## src/common/ppd_pkg.sv

```systemverilog
// Constants, types and helpers shared by the parallel port D to H block.
package ppd_pkg;
  localparam int unsigned IDX_W = 8;
  localparam logic [7:0] IDX_F_DIR = 8'h03;
  localparam logic [7:0] IDX_F_VAL = 8'h05;
  localparam logic [7:0] IDX_D_DIR = 8'h09;
  localparam logic [7:0] IDX_E_VAL = 8'h0A;
  localparam logic [7:0] IDX_PULLUP = 8'h2C;
  localparam logic [7:0] IDX_G_ASG = 8'h2D;
  localparam logic [7:0] IDX_G_VAL = 8'h7E;
  localparam logic [7:0] IDX_G_DIR = 8'h7F;
  localparam int unsigned IDX_LSB = 2;
  localparam logic [7:0] DIR_RST = 8'h00;
  localparam logic [5:0] G_LOW_RST = 6'h00;
  localparam logic [3:0] PULLUP_RST = 4'hF;
  localparam int unsigned PU_B = 0;
  localparam int unsigned PU_F = 1;
  localparam int unsigned PU_G = 2;
  localparam int unsigned PU_H = 3;
  localparam int unsigned G_LOW_W = 6;
  localparam int unsigned PIN_W = 25;
  typedef enum logic [1:0] {
    ST_IDLE = 2'b01,
    ST_ACK = 2'b10
  } ppd_bus_e;
  // Output bits show the latch, input bits show the synchronised pin.
  function automatic logic [7:0] ppd_mix(input logic [7:0] dir,
                                         input logic [7:0] latch,
                                         input logic [7:0] pin);
    ppd_mix = (dir & latch) | (~dir & pin);
  endfunction : ppd_mix
endpackage : ppd_pkg

```

## src/common/ppd_pin_if.sv

```systemverilog
// Interface carrying raw pins to the synchroniser and stable levels back.
`timescale 1ns/100ps
`default_nettype none
interface ppd_pin_if #(
  parameter int unsigned W = 25
);
  logic [W-1:0] raw;
  logic [W-1:0] stable;
  modport sync (input raw, output stable);
  modport user (output raw, input stable);
endinterface : ppd_pin_if
`default_nettype wire

```

## src/verilog/ppd_ports.sv

```systemverilog
// Register-mapped parallel ports D to H with an Avalon-MM slave.
`timescale 1ns/100ps
`default_nettype none
module ppd_ports (
  // Clock and reset.
  input wire logic clock_i,
  input wire logic sys_rst_i,
  // Avalon-MM slave, byte addressed.
  input wire logic [9:0] avs_address_i,
  input wire logic avs_read_i,
  input wire logic avs_write_i,
  input wire logic [31:0] avs_writedata_i,
  output logic [31:0] avs_readdata_o,
  output logic avs_waitrequest_o,
  // Mode strap, high for expanded or test mode.
  input wire logic expanded_mode_i,
  // Port D.
  output logic [7:0] port_d_dir_bits_o,
  // Port E.
  input wire logic [7:0] port_e_pins_i,
  // Port F and low address.
  input wire logic [7:0] port_f_pins_i,
  output logic [7:0] port_f_pins_o,
  output logic [7:0] port_f_pins_oe_o,
  output logic [7:0] port_f_pullup_o,
  input wire logic [7:0] low_address_i,
  // Port G and extended address.
  input wire logic [7:0] port_g_pins_i,
  output logic [5:0] port_g_pins_o,
  output logic [5:0] port_g_pins_oe_o,
  output logic [5:0] port_g_pullup_o,
  input wire logic [5:0] extended_address_i,
  // Port H general purpose and alternate sources.
  input wire logic [7:0] port_h_gp_data_i,
  input wire logic [7:0] port_h_gp_oe_i,
  input wire logic [3:0] chip_select_i,
  input wire logic [3:0] chip_select_en_i,
  input wire logic [3:0] pulse_width_i,
  input wire logic [3:0] pulse_width_en_i,
  output logic [7:0] port_h_pins_o,
  output logic [7:0] port_h_pins_oe_o,
  output logic [7:0] port_h_pullup_o,
  // Port B pull-up.
  output logic port_b_pullup_o
);
  ppd_pin_if #(.W(ppd_pkg::PIN_W)) pins ();

  logic [7:0] e_stable;
  logic [7:0] f_stable;
  logic [7:0] g_stable;
  logic mode_stable;

  assign pins.raw = {expanded_mode_i, port_g_pins_i, port_f_pins_i,
                     port_e_pins_i};
  assign e_stable = pins.stable[7:0];
  assign f_stable = pins.stable[15:8];
  assign g_stable = pins.stable[23:16];
  assign mode_stable = pins.stable[24];

  ppd_sync #(.W(ppd_pkg::PIN_W)) u_sync (
    .clock_i(clock_i),
    .pins(pins)
  );

  // Mode strap, caught while reset is held.
  logic mode_q;
  logic mode_d;

  always_comb begin
    mode_d = sys_rst_i ? mode_stable : mode_q;
  end

  always_ff @(posedge clock_i) begin
    mode_q <= mode_d;
  end

  // Bus handshake.
  ppd_pkg::ppd_bus_e st_q;
  ppd_pkg::ppd_bus_e st_d;
  logic wait_q;
  logic wait_d;
  logic [31:0] rdata_q;
  logic [31:0] rdata_d;
  logic [7:0] idx;
  logic [7:0] rd_val;
  logic wr_go;
  logic [7:0] wdata;

  assign idx = avs_address_i[ppd_pkg::IDX_LSB +: ppd_pkg::IDX_W];
  assign wdata = avs_writedata_i[7:0];
  // A write lands on the edge where the master sees waitrequest low.
  assign wr_go = (st_q == ppd_pkg::ST_ACK) && avs_write_i;

  // Configuration registers.
  logic [7:0] d_dir_q;
  logic [7:0] d_dir_d;
  logic [7:0] f_dir_q;
  logic [7:0] f_dir_d;
  logic [5:0] g_dir_q;
  logic [5:0] g_dir_d;
  logic [5:0] g_asg_q;
  logic [5:0] g_asg_d;
  logic [3:0] pu_q;
  logic [3:0] pu_d;
  // Data latches, never reset.
  logic [7:0] f_val_q;
  logic [7:0] f_val_d;
  logic [7:0] g_val_q;
  logic [7:0] g_val_d;

  // Read multiplexer; port F vanishes from the map in expanded mode.
  always_comb begin
    rd_val = '0;
    unique case (idx)
      ppd_pkg::IDX_D_DIR: rd_val = d_dir_q;
      ppd_pkg::IDX_E_VAL: rd_val = e_stable;
      ppd_pkg::IDX_F_DIR: begin
        if (!mode_q) begin
          rd_val = f_dir_q;
        end
      end
      ppd_pkg::IDX_F_VAL: begin
        if (!mode_q) begin
          rd_val = ppd_pkg::ppd_mix(f_dir_q, f_val_q, f_stable);
        end
      end
      ppd_pkg::IDX_G_VAL: begin
        // Pins seven and six have no direction bit and always read the pin.
        rd_val = ppd_pkg::ppd_mix({2'b00, g_dir_q}, g_val_q,
                                  g_stable);
      end
      ppd_pkg::IDX_G_DIR: rd_val = {2'b00, g_dir_q};
      ppd_pkg::IDX_G_ASG: rd_val = {2'b00, g_asg_q};
      ppd_pkg::IDX_PULLUP: rd_val = {4'h0, pu_q};
      default: rd_val = '0;
    endcase
  end

  always_comb begin
    st_d = st_q;
    wait_d = 1'b1;
    rdata_d = rdata_q;
    unique case (st_q)
      ppd_pkg::ST_IDLE: begin
        if (avs_read_i || avs_write_i) begin
          st_d = ppd_pkg::ST_ACK;
          wait_d = 1'b0;
          rdata_d = avs_read_i ? {24'h000000, rd_val} : '0;
        end
      end
      ppd_pkg::ST_ACK: begin
        st_d = ppd_pkg::ST_IDLE;
        wait_d = 1'b1;
      end
      default: begin
        st_d = ppd_pkg::ST_IDLE;
        wait_d = 1'b1;
      end
    endcase
  end

  always_ff @(posedge clock_i) begin
    if (sys_rst_i) begin
      st_q <= ppd_pkg::ST_IDLE;
      wait_q <= 1'b1;
      rdata_q <= '0;
    end else begin
      st_q <= st_d;
      wait_q <= wait_d;
      rdata_q <= rdata_d;
    end
  end

  // Register writes.
  always_comb begin
    d_dir_d = d_dir_q;
    f_dir_d = f_dir_q;
    g_dir_d = g_dir_q;
    g_asg_d = g_asg_q;
    pu_d = pu_q;
    f_val_d = f_val_q;
    g_val_d = g_val_q;
    if (wr_go) begin
      unique case (idx)
        ppd_pkg::IDX_D_DIR: d_dir_d = wdata;
        ppd_pkg::IDX_F_DIR: begin
          if (!mode_q) begin
            f_dir_d = wdata;
          end
        end
        ppd_pkg::IDX_F_VAL: begin
          if (!mode_q) begin
            f_val_d = wdata;
          end
        end
        // Latch always takes the write; the pin mux decides what shows.
        ppd_pkg::IDX_G_VAL: g_val_d = wdata;
        ppd_pkg::IDX_G_DIR: g_dir_d = wdata[5:0];
        ppd_pkg::IDX_G_ASG: g_asg_d = wdata[5:0];
        ppd_pkg::IDX_PULLUP: pu_d = wdata[3:0];
        default: begin
          d_dir_d = d_dir_q;
        end
      endcase
    end
  end

  always_ff @(posedge clock_i) begin
    if (sys_rst_i) begin
      d_dir_q <= ppd_pkg::DIR_RST;
      f_dir_q <= ppd_pkg::DIR_RST;
      g_dir_q <= ppd_pkg::G_LOW_RST;
      g_asg_q <= ppd_pkg::G_LOW_RST;
      pu_q <= ppd_pkg::PULLUP_RST;
    end else begin
      d_dir_q <= d_dir_d;
      f_dir_q <= f_dir_d;
      g_dir_q <= g_dir_d;
      g_asg_q <= g_asg_d;
      pu_q <= pu_d;
    end
  end

  // Data latches keep their content through reset.
  always_ff @(posedge clock_i) begin
    f_val_q <= f_val_d;
    g_val_q <= g_val_d;
  end

  // Pin drivers. Port E has no driver at all, so it is always an input.
  logic [7:0] f_out_d;
  logic [7:0] f_oe_d;
  logic [7:0] f_pu_d;
  logic [5:0] g_out_d;
  logic [5:0] g_oe_d;
  logic [5:0] g_pu_d;
  logic [7:0] h_sel;
  logic [7:0] h_out_d;
  logic [7:0] h_oe_d;
  logic [7:0] h_pu_d;
  logic b_pu_d;

  always_comb begin
    if (mode_q) begin
      f_out_d = low_address_i;
      f_oe_d = '1;
      f_pu_d = '0;
    end else begin
      f_out_d = f_val_q;
      f_oe_d = f_dir_q;
      f_pu_d = {8{pu_q[ppd_pkg::PU_F]}} & ~f_dir_q;
    end
    g_out_d = (g_asg_q & extended_address_i) |
              (~g_asg_q & g_val_q[5:0]);
    g_oe_d = g_asg_q | g_dir_q;
    g_pu_d = {ppd_pkg::G_LOW_W{pu_q[ppd_pkg::PU_G]}} & ~g_oe_d;
    h_sel = {chip_select_en_i, pulse_width_en_i};
    h_out_d = (h_sel & {chip_select_i, pulse_width_i}) |
              (~h_sel & port_h_gp_data_i);
    h_oe_d = h_sel | port_h_gp_oe_i;
    h_pu_d = {8{pu_q[ppd_pkg::PU_H]}} & ~h_oe_d;
    // Port B pull-ups mean nothing once B carries the high address.
    b_pu_d = pu_q[ppd_pkg::PU_B] & ~mode_q;
  end

  logic [7:0] f_out_q;
  logic [7:0] f_oe_q;
  logic [7:0] f_pu_q;
  logic [5:0] g_out_q;
  logic [5:0] g_oe_q;
  logic [5:0] g_pu_q;
  logic [7:0] h_out_q;
  logic [7:0] h_oe_q;
  logic [7:0] h_pu_q;
  logic b_pu_q;

  // Drivers are registered, so pins follow their sources one cycle late.
  always_ff @(posedge clock_i) begin
    if (sys_rst_i) begin
      f_out_q <= '0;
      f_oe_q <= '0;
      f_pu_q <= '0;
      g_out_q <= '0;
      g_oe_q <= '0;
      g_pu_q <= '0;
      h_out_q <= '0;
      h_oe_q <= '0;
      h_pu_q <= '0;
      b_pu_q <= 1'b0;
    end else begin
      f_out_q <= f_out_d;
      f_oe_q <= f_oe_d;
      f_pu_q <= f_pu_d;
      g_out_q <= g_out_d;
      g_oe_q <= g_oe_d;
      g_pu_q <= g_pu_d;
      h_out_q <= h_out_d;
      h_oe_q <= h_oe_d;
      h_pu_q <= h_pu_d;
      b_pu_q <= b_pu_d;
    end
  end

  assign avs_readdata_o = rdata_q;
  assign avs_waitrequest_o = wait_q;
  assign port_d_dir_bits_o = d_dir_q;
  assign port_f_pins_o = f_out_q;
  assign port_f_pins_oe_o = f_oe_q;
  assign port_f_pullup_o = f_pu_q;
  assign port_g_pins_o = g_out_q;
  assign port_g_pins_oe_o = g_oe_q;
  assign port_g_pullup_o = g_pu_q;
  assign port_h_pins_o = h_out_q;
  assign port_h_pins_oe_o = h_oe_q;
  assign port_h_pullup_o = h_pu_q;
  assign port_b_pullup_o = b_pu_q;
endmodule : ppd_ports
`default_nettype wire

```

## src/verilog/ppd_sync.sv

```systemverilog
// Three-stage pin synchroniser that accepts a level once stages agree.
`timescale 1ns/100ps
`default_nettype none
module ppd_sync #(
  parameter int unsigned W = 25
) (
  // Clock.
  input wire logic clock_i,
  // Pins in, stable levels out.
  ppd_pin_if.sync pins
);
  logic [W-1:0] s1_q;
  logic [W-1:0] s2_q;
  logic [W-1:0] s3_q;
  logic [W-1:0] st_q;
  logic [W-1:0] st_d;

  // No reset here: pin levels carry no reset value, and the strap
  // must keep flowing through while the block is held in reset.
  genvar i;
  generate
    for (i = 0; i < W; i++) begin : g_bit
      always_comb begin
        st_d[i] = (s2_q[i] == s3_q[i]) ? s3_q[i] : st_q[i];
      end
    end
  endgenerate

  always_ff @(posedge clock_i) begin
    s1_q <= pins.raw;
    s2_q <= s1_q;
    s3_q <= s2_q;
    st_q <= st_d;
  end

  assign pins.stable = st_q;
endmodule : ppd_sync
`default_nettype wire
```

## config.mk

```make
export PLATFORM = sky130hd
export DESIGN_NAME = ppd_ports
export DESIGN_NICKNAME = d
export VERILOG_FILES = /design/src/common/ppd_pkg.sv /design/src/common/ppd_pin_if.sv /design/src/verilog/ppd_ports.sv /design/src/verilog/ppd_sync.sv
export SDC_FILE = /design/constraint.sdc
export NUM_CORES = 1
export LEC_CHECK = 0
export BUFFER_PORTS_ARGS = -buffer_cell sky130_fd_sc_hd__buf_2
export CORE_UTILIZATION = 41
export DETAILED_ROUTE_END_ITERATION = 10
export GPL_TIMING_DRIVEN = 0
export HOLD_SLACK_MARGIN = 0.03
export PLACE_DENSITY = 0.74
export SYNTH_ARGS = -nofsm -noshare
export SYNTH_HDL_FRONTEND = slang
export SYNTH_SLANG_ARGS = --single-unit
```

## constraint.sdc

```tcl
create_clock -name clock_i -period 1.8 [get_ports clock_i]
set_input_delay 0.36 -clock clock_i [delete_from_list [all_inputs] [get_ports clock_i]]
set_output_delay 0.36 -clock clock_i [all_outputs]
set_load 0.02 [all_outputs]
```

-- Word-level counts from Yosys, hierarchy flattened
Index checks and enable logic that the tools add are counted.
- bits in registers: 251
- input bits: 117
- equality and inequality tests: 35
- muxes and demuxes: 7
- bitwise operators: 26
- reductions and logical operators: 12
- operators with widths (operator ; number):
    case mux 8 bit (8 select lines) ; 1
    AND 8 bit ; 7
    2-to-1 mux 8 bit ; 5
    OR 8 bit ; 4
    equality test 1 bit ; 25
    NOT 8 bit ; 3
    AND 6 bit ; 3
    equality test 8 x 4 -> 1 bit (second input constant) ; 2
    equality test 8 x 6 -> 1 bit (second input constant) ; 2
    equality test 8 x 7 -> 1 bit (second input constant) ; 2
    NOT 6 bit ; 2
    OR 6 bit ; 2
    AND reduction 2 bit ; 6
    AND 6 x 8 -> 8 bit ; 1
    equality test 8 x 2 -> 1 bit (second input constant) ; 1
    equality test 8 x 3 -> 1 bit (second input constant) ; 1
    NOT 6 -> 8 bit ; 1
    AND reduction 3 bit ; 2
    OR reduction 2 bit ; 2
    equality test 2 x 1 -> 1 bit (second input constant) ; 1
    equality test 2 bit (second input constant) ; 1
    NOT 1 bit ; 2
    AND 1 bit ; 1
    logical AND 1 bit ; 1
    2 further kinds ; 2

-- Logic depth before layout (Yosys ltp)
- depth after elaboration: 6
- depth in mapped cells: 7

-- Cells and area by module
From an unflattened synthesis, not the netlist that was laid out.
- cells, all modules: 612
- area, all modules: 7387.1 sq um
- modules (own cells, without submodules) (module ; times used ; cells an instance ; area an instance (sq um) ; seq. area each (sq um)):
    ppd_ports ; 1 ; 487 ; 4916.0 ; 2652.5
    ppd_sync ; 1 ; 125 ; 2471.1 ; 2252.2

-- Worst setup path before layout
No wires, ideal clock.
- path type: input to register
- from: input port avs_address_i[7]
- to: register f_val_q[0] (enable)
- library setup time: 0.370 ns
- data arrival time: 1.476 ns
- slack: -0.047 ns
- stages on the path: 4
- buffers on the path: 1
- cells stage by stage: nor4_2 -> buf_2 -> nand3_2 -> nor2_1
- longest elaborated chain between the ends: 2
- ends and longest elaborated chain (item ; line ; source):
    start: declaration ; ppd_ports.sv:9 ; input wire logic [9:0] avs_address_i,
    equality test 8 x 3 -> 1 bit ; ppd_ports.sv:184 ; unique case (idx)
    AND reduction 3 bit (no source line) ; - ;
    end signal: assignment ; ppd_ports.sv:226 ; f_val_q <= f_val_d;
    end: declaration ; ppd_ports.sv:106 ; logic [7:0] f_val_q;
Every way passes these cells.
A chain may end at the register's enable or synchronous reset.

-- Worst setup path in the final report
- from: register mode_q
- to: register rdata_q[1] (netlist: avs_readdata_o[1])
- longest elaborated chain between the ends: 3
- elaborated cells between the ends (all ways): 4
- classes of those cells: 4 x mux
- ends and longest elaborated chain (item ; line ; source):
    start: declaration ; ppd_ports.sv:66 ; logic mode_q;
    start signal: assignment ; ppd_ports.sv:74 ; mode_q <= mode_d;
    2-to-1 mux 8 bit, on equally long branches ; ppd_ports.sv:123, ppd_ports.sv:118 ;
    case mux 8 bit (8 select lines) (*) ; ppd_ports.sv:114 ; unique case (idx)
    2-to-1 mux 8 bit (*) ; ppd_ports.sv:148 ; rdata_d = avs_read_i ? {24'h000000, rd_val} : '0;
    end signal: assignment ; ppd_ports.sv:170 ; rdata_q <= rdata_d;
    end: declaration ; ppd_ports.sv:82 ; logic [31:0] rdata_q;
Every way passes the cells marked *; elsewhere a longest branch is shown, timed or not.

==> results.md <==
* Status: complete, no violations
* Period utilisation layout at 0.963
* Sw Ratio at 0.216
* Die Y-Extent at approximately 140 um
* Area added between synthesis and finish at 35.2%
* Max Buffers Root-to-Sink at 3
* Largest net degree at the start of global routing at 15
* I/O Buffers at around 170
* Syn Area/Cell at 11.8 um^2
* DRT iter0 DRCs at between 200 and 300
* Critical Path, Cell by Cell: buf_6, nor3b_4, buf_4, nand3_4, o21ai_1, a221oi_1, a211oi_1
* Post-Syn Area at approximately 0.0074 mm^2
* DRC Markers at 0
* Final net count at about 1,000
* Setup crit start kind: register
* Max-cap viol count at 0
* Remaining antenna violation count at 0
* Die width at between 100 and 150 um
* Final Hold Vio Count at 0
* I/O Pins at 225
* Post-synth EDFFs at 40
* Synth cell types at slightly above 60
* Worst path max stage delay at 0.38 ns
* GRT overflow at 0
* Starting Density at 0.425
* Final setup vio count at 0
* Critical Path AT at 2.14 ns
* Crit path time final at 1.73 ns
* Seq/Total Area, Yosys at 0.659
* Synth warn at 0
* Measured slew at the worst slew-check pin at 0.658 ns
* F_max at 0.577 GHz
* H-tree depth at 1
* Most frequent cells in the layout: dfxtp_1 (185), buf_2 (179), nor2_1 (100)
* Hold Crit Class: input port to register
* Layout Cells excl Fill at 1,140
* Fin util at 0.574
* Crit Path Category: register to register
* Cell Pwr Density at 1160 mW/mm^2
* Slew Viols, Final at 0
* CP Capture Type: register
* DP Cell Count at 1,052
* # fillers at 1,491
* Internal power at 9.14 mW
* Dominant synthesized flop cell: dfxtp_1
* Critical Path Slowest Stage Cell: edfxtp_1
* Synth Register Bits at 225
* Clock network power share at 0.467
* Via count at 5,424
* Final WL at 18.4 mm
* CTS Buf Count at 24
* Clk sinks at between 200 and 250
* Drt pass-1 iters at 5
* First-pass GRT wire length at approximately 27 mm
* Mapped Cells at 632
* Crit path max-delay family: compound AO/OA/AOI/OAI gates
* Leak at about 4.3 nW
* Wire length per cell at 16.2 um
* # rows at 48
* Number of global-route vias before repair at 5,123
* DIE AREA at 0.0187 mm^2
* Hold WS at 0.0482 ns
* Ys async rst share at 0
* Initial antenna violation count at 4
* CTS tree: yes
* Fin Clk Skew at between 0.01 and 0.015 ns
* Hpwl dp at between 10 and 15 mm
* CTS root buffer: clkbuf_16
* Flop pwr share at 0.466
* Clock network latency to the later pin of the worst-skew pair at 0.51 ns
* Sw power at 2.52 mW
* Worst EP required at around 2.2 ns
* Clk slew on worst S/H paths at 0.06 ns
* Fraction of layout cells with a size suffix above 1 at 0.310
* Crit path max fanout at 10
* GRT Overall Usage at 0.195
* Buf+Inv Stages, Crit Path at 2
* RePlAce Congestion at just under 0.9
* VDD IR max at about 0.0012 V
* Vias per cell at 4.76
* Comb pwr share at 0.067
* Slew headroom at 0.562
* Most common cell after layout, fill and taps aside: dfxtp_1
* Core area at 0.0175 mm^2
[sequential cells by signal, indices dropped and copies added (netlist names), 8 cells and up]
signal              cells
u_sync.s3_q            25
u_sync.s2_q            25
avs_readdata_o          8
u_sync.s1_q            25
f_val_q                 8
port_f_pins_o           8
port_f_pullup_o         8
port_h_pins_o           8
f_dir_q                 8
u_sync.pins.stable     25
port_d_dir_bits_o       8
port_h_pins_oe_o        8
port_h_pullup_o         8
port_f_pins_oe_o        8
[worst register-to-register path: stages (launching register included)]
cell and delay (ns):
edfxtp_1 0.38, buf_6 0.17, nor3b_4 0.24, buf_4 0.16, nand3_4 0.11, o21ai_1 0.17
a221oi_1 0.12, a211oi_1 0.29
[routing by layer]
metal / vias up / global-route usage / share of wire
met4: 0 / 0.0833 / 0.036
met3: 47 / 0.0567 / 0.086
li1: 2681 / - / -
met5: - / 0 / 0
met1: 2459 / 0.234 / 0.41
met2: 237 / 0.324 / 0.47
[kinds of logic after synthesis]
family	synth area share
flops	0.659
simple gates	0.137
compound gates	0.0740
buf+inv	0.0408
mux	0.0580
xor+xnor	0.0306
other cells	0.000504
[power groups by stage]
stage / Combinational [mW] / Clock [mW] / Sequential, mW
after global routing: 0.853 / 5.77 / 5.45
after CTS: 0.773 / 5.52 / 5.43
after global placement: 0.699 / 0 / 5.54
after floorplan: 0.326 / 0 / 5.62
after detailed placement: 0.709 / 0 / 5.54
final: 0.785 / 5.44 / 5.43
[synth_stat cells (2+ instances only)]
cell / count / area [um^2]
inv_1: 8 / 30.0
nand2_1: 27 / 101
a31oi_1: 2 / 12.5
or3_1: 3 / 18.8
xnor2_1: 25 / 219
a22oi_1: 7 / 52.6
nor2_1: 102 / 383
a21oi_1: 15 / 75.1
a211oi_1: 9 / 67.6
a221oi_1: 2 / 17.5
dfxtp_1: 185 / 3700
nor3_1: 20 / 100
a2111oi_0: 3 / 26.3
o21ai_0: 14 / 70.1
buf_2: 9 / 45.0
a32o_1: 2 / 20.0
or3b_2: 3 / 26.3
or3_4: 2 / 22.5
a32oi_1: 2 / 17.5
buf_4: 24 / 180
a211o_1: 4 / 35.0
nor2b_1: 5 / 31.3
and2_1: 4 / 25.0
a41oi_1: 2 / 17.5
nor3b_1: 6 / 45.0
nand2b_1: 6 / 37.5
clkbuf_1: 10 / 37.5
o21ai_1: 3 / 15.0
edfxtp_1: 40 / 1200
mux2i_1: 42 / 420
nand3_1: 4 / 20.0
and3_1: 8 / 50.1
o2bb2ai_1: 2 / 17.5
nand4_1: 3 / 18.8
buf_1: 3 / 11.3
[cell type report]
cell class	instances	area, um^2	share of cell area
Inverter	8	30.0	0.00298
Sequential cell	225	4900	0.487
Buffer	46	283	0.0281
Tap cell	225	282	0.0280
Clock inverter	15	238	0.0236
Clock buffer	29	651	0.0647
Timing Repair Buffer	212	1270	0.126
Multi-Input combinational cell	377	2400	0.239
Antenna cell	3	7.51	0.000746
[final timing paths]
path                                             start                             end  slack [ns]  cells after the start
worst min register to register  u_sync.s1_q[8]$_DFF_P_          u_sync.s2_q[8]$_DFF_P_        0.32                      0
worst max-delay path                  mode_q$_DFFE_PP_  avs_readdata_o[1]$_SDFFE_PP0P_        0.07                      7
worst max register to register        mode_q$_DFFE_PP_  avs_readdata_o[1]$_SDFFE_PP0P_        0.07                      7
worst min-delay path               pulse_width_en_i[0]   port_h_pullup_o[0]$_SDFF_PP0_        0.05                      2
[stage by stage]
stage,cell area (um^2),TNS [ns],power [mW],worst slack [ns]
5_1_grt,10100,-0.0161,12.1,-0.0106
4_1_cts,9960,0,11.7,0.0131
3_5_place_dp,8680,-20.49,6.25,-0.500
2_1_floorplan,7530,0,5.95,0.0933
6_report,10100,0,11.7,0.0661
3_3_place_gp,8680,-18.24,6.23,-0.462
[timing repair]
item                                   in CTS  in global routing
pin swaps                                   2                  6
setup endpoints to repair                  24                 37
endpoints found under the hold margin      32                  0
cloned                                      0                  1
setup buffers                               5                  3
hold buffers                               32                  0
resized for setup                           6                 14
Note: power is estimated with default switching activity, not from simulation.
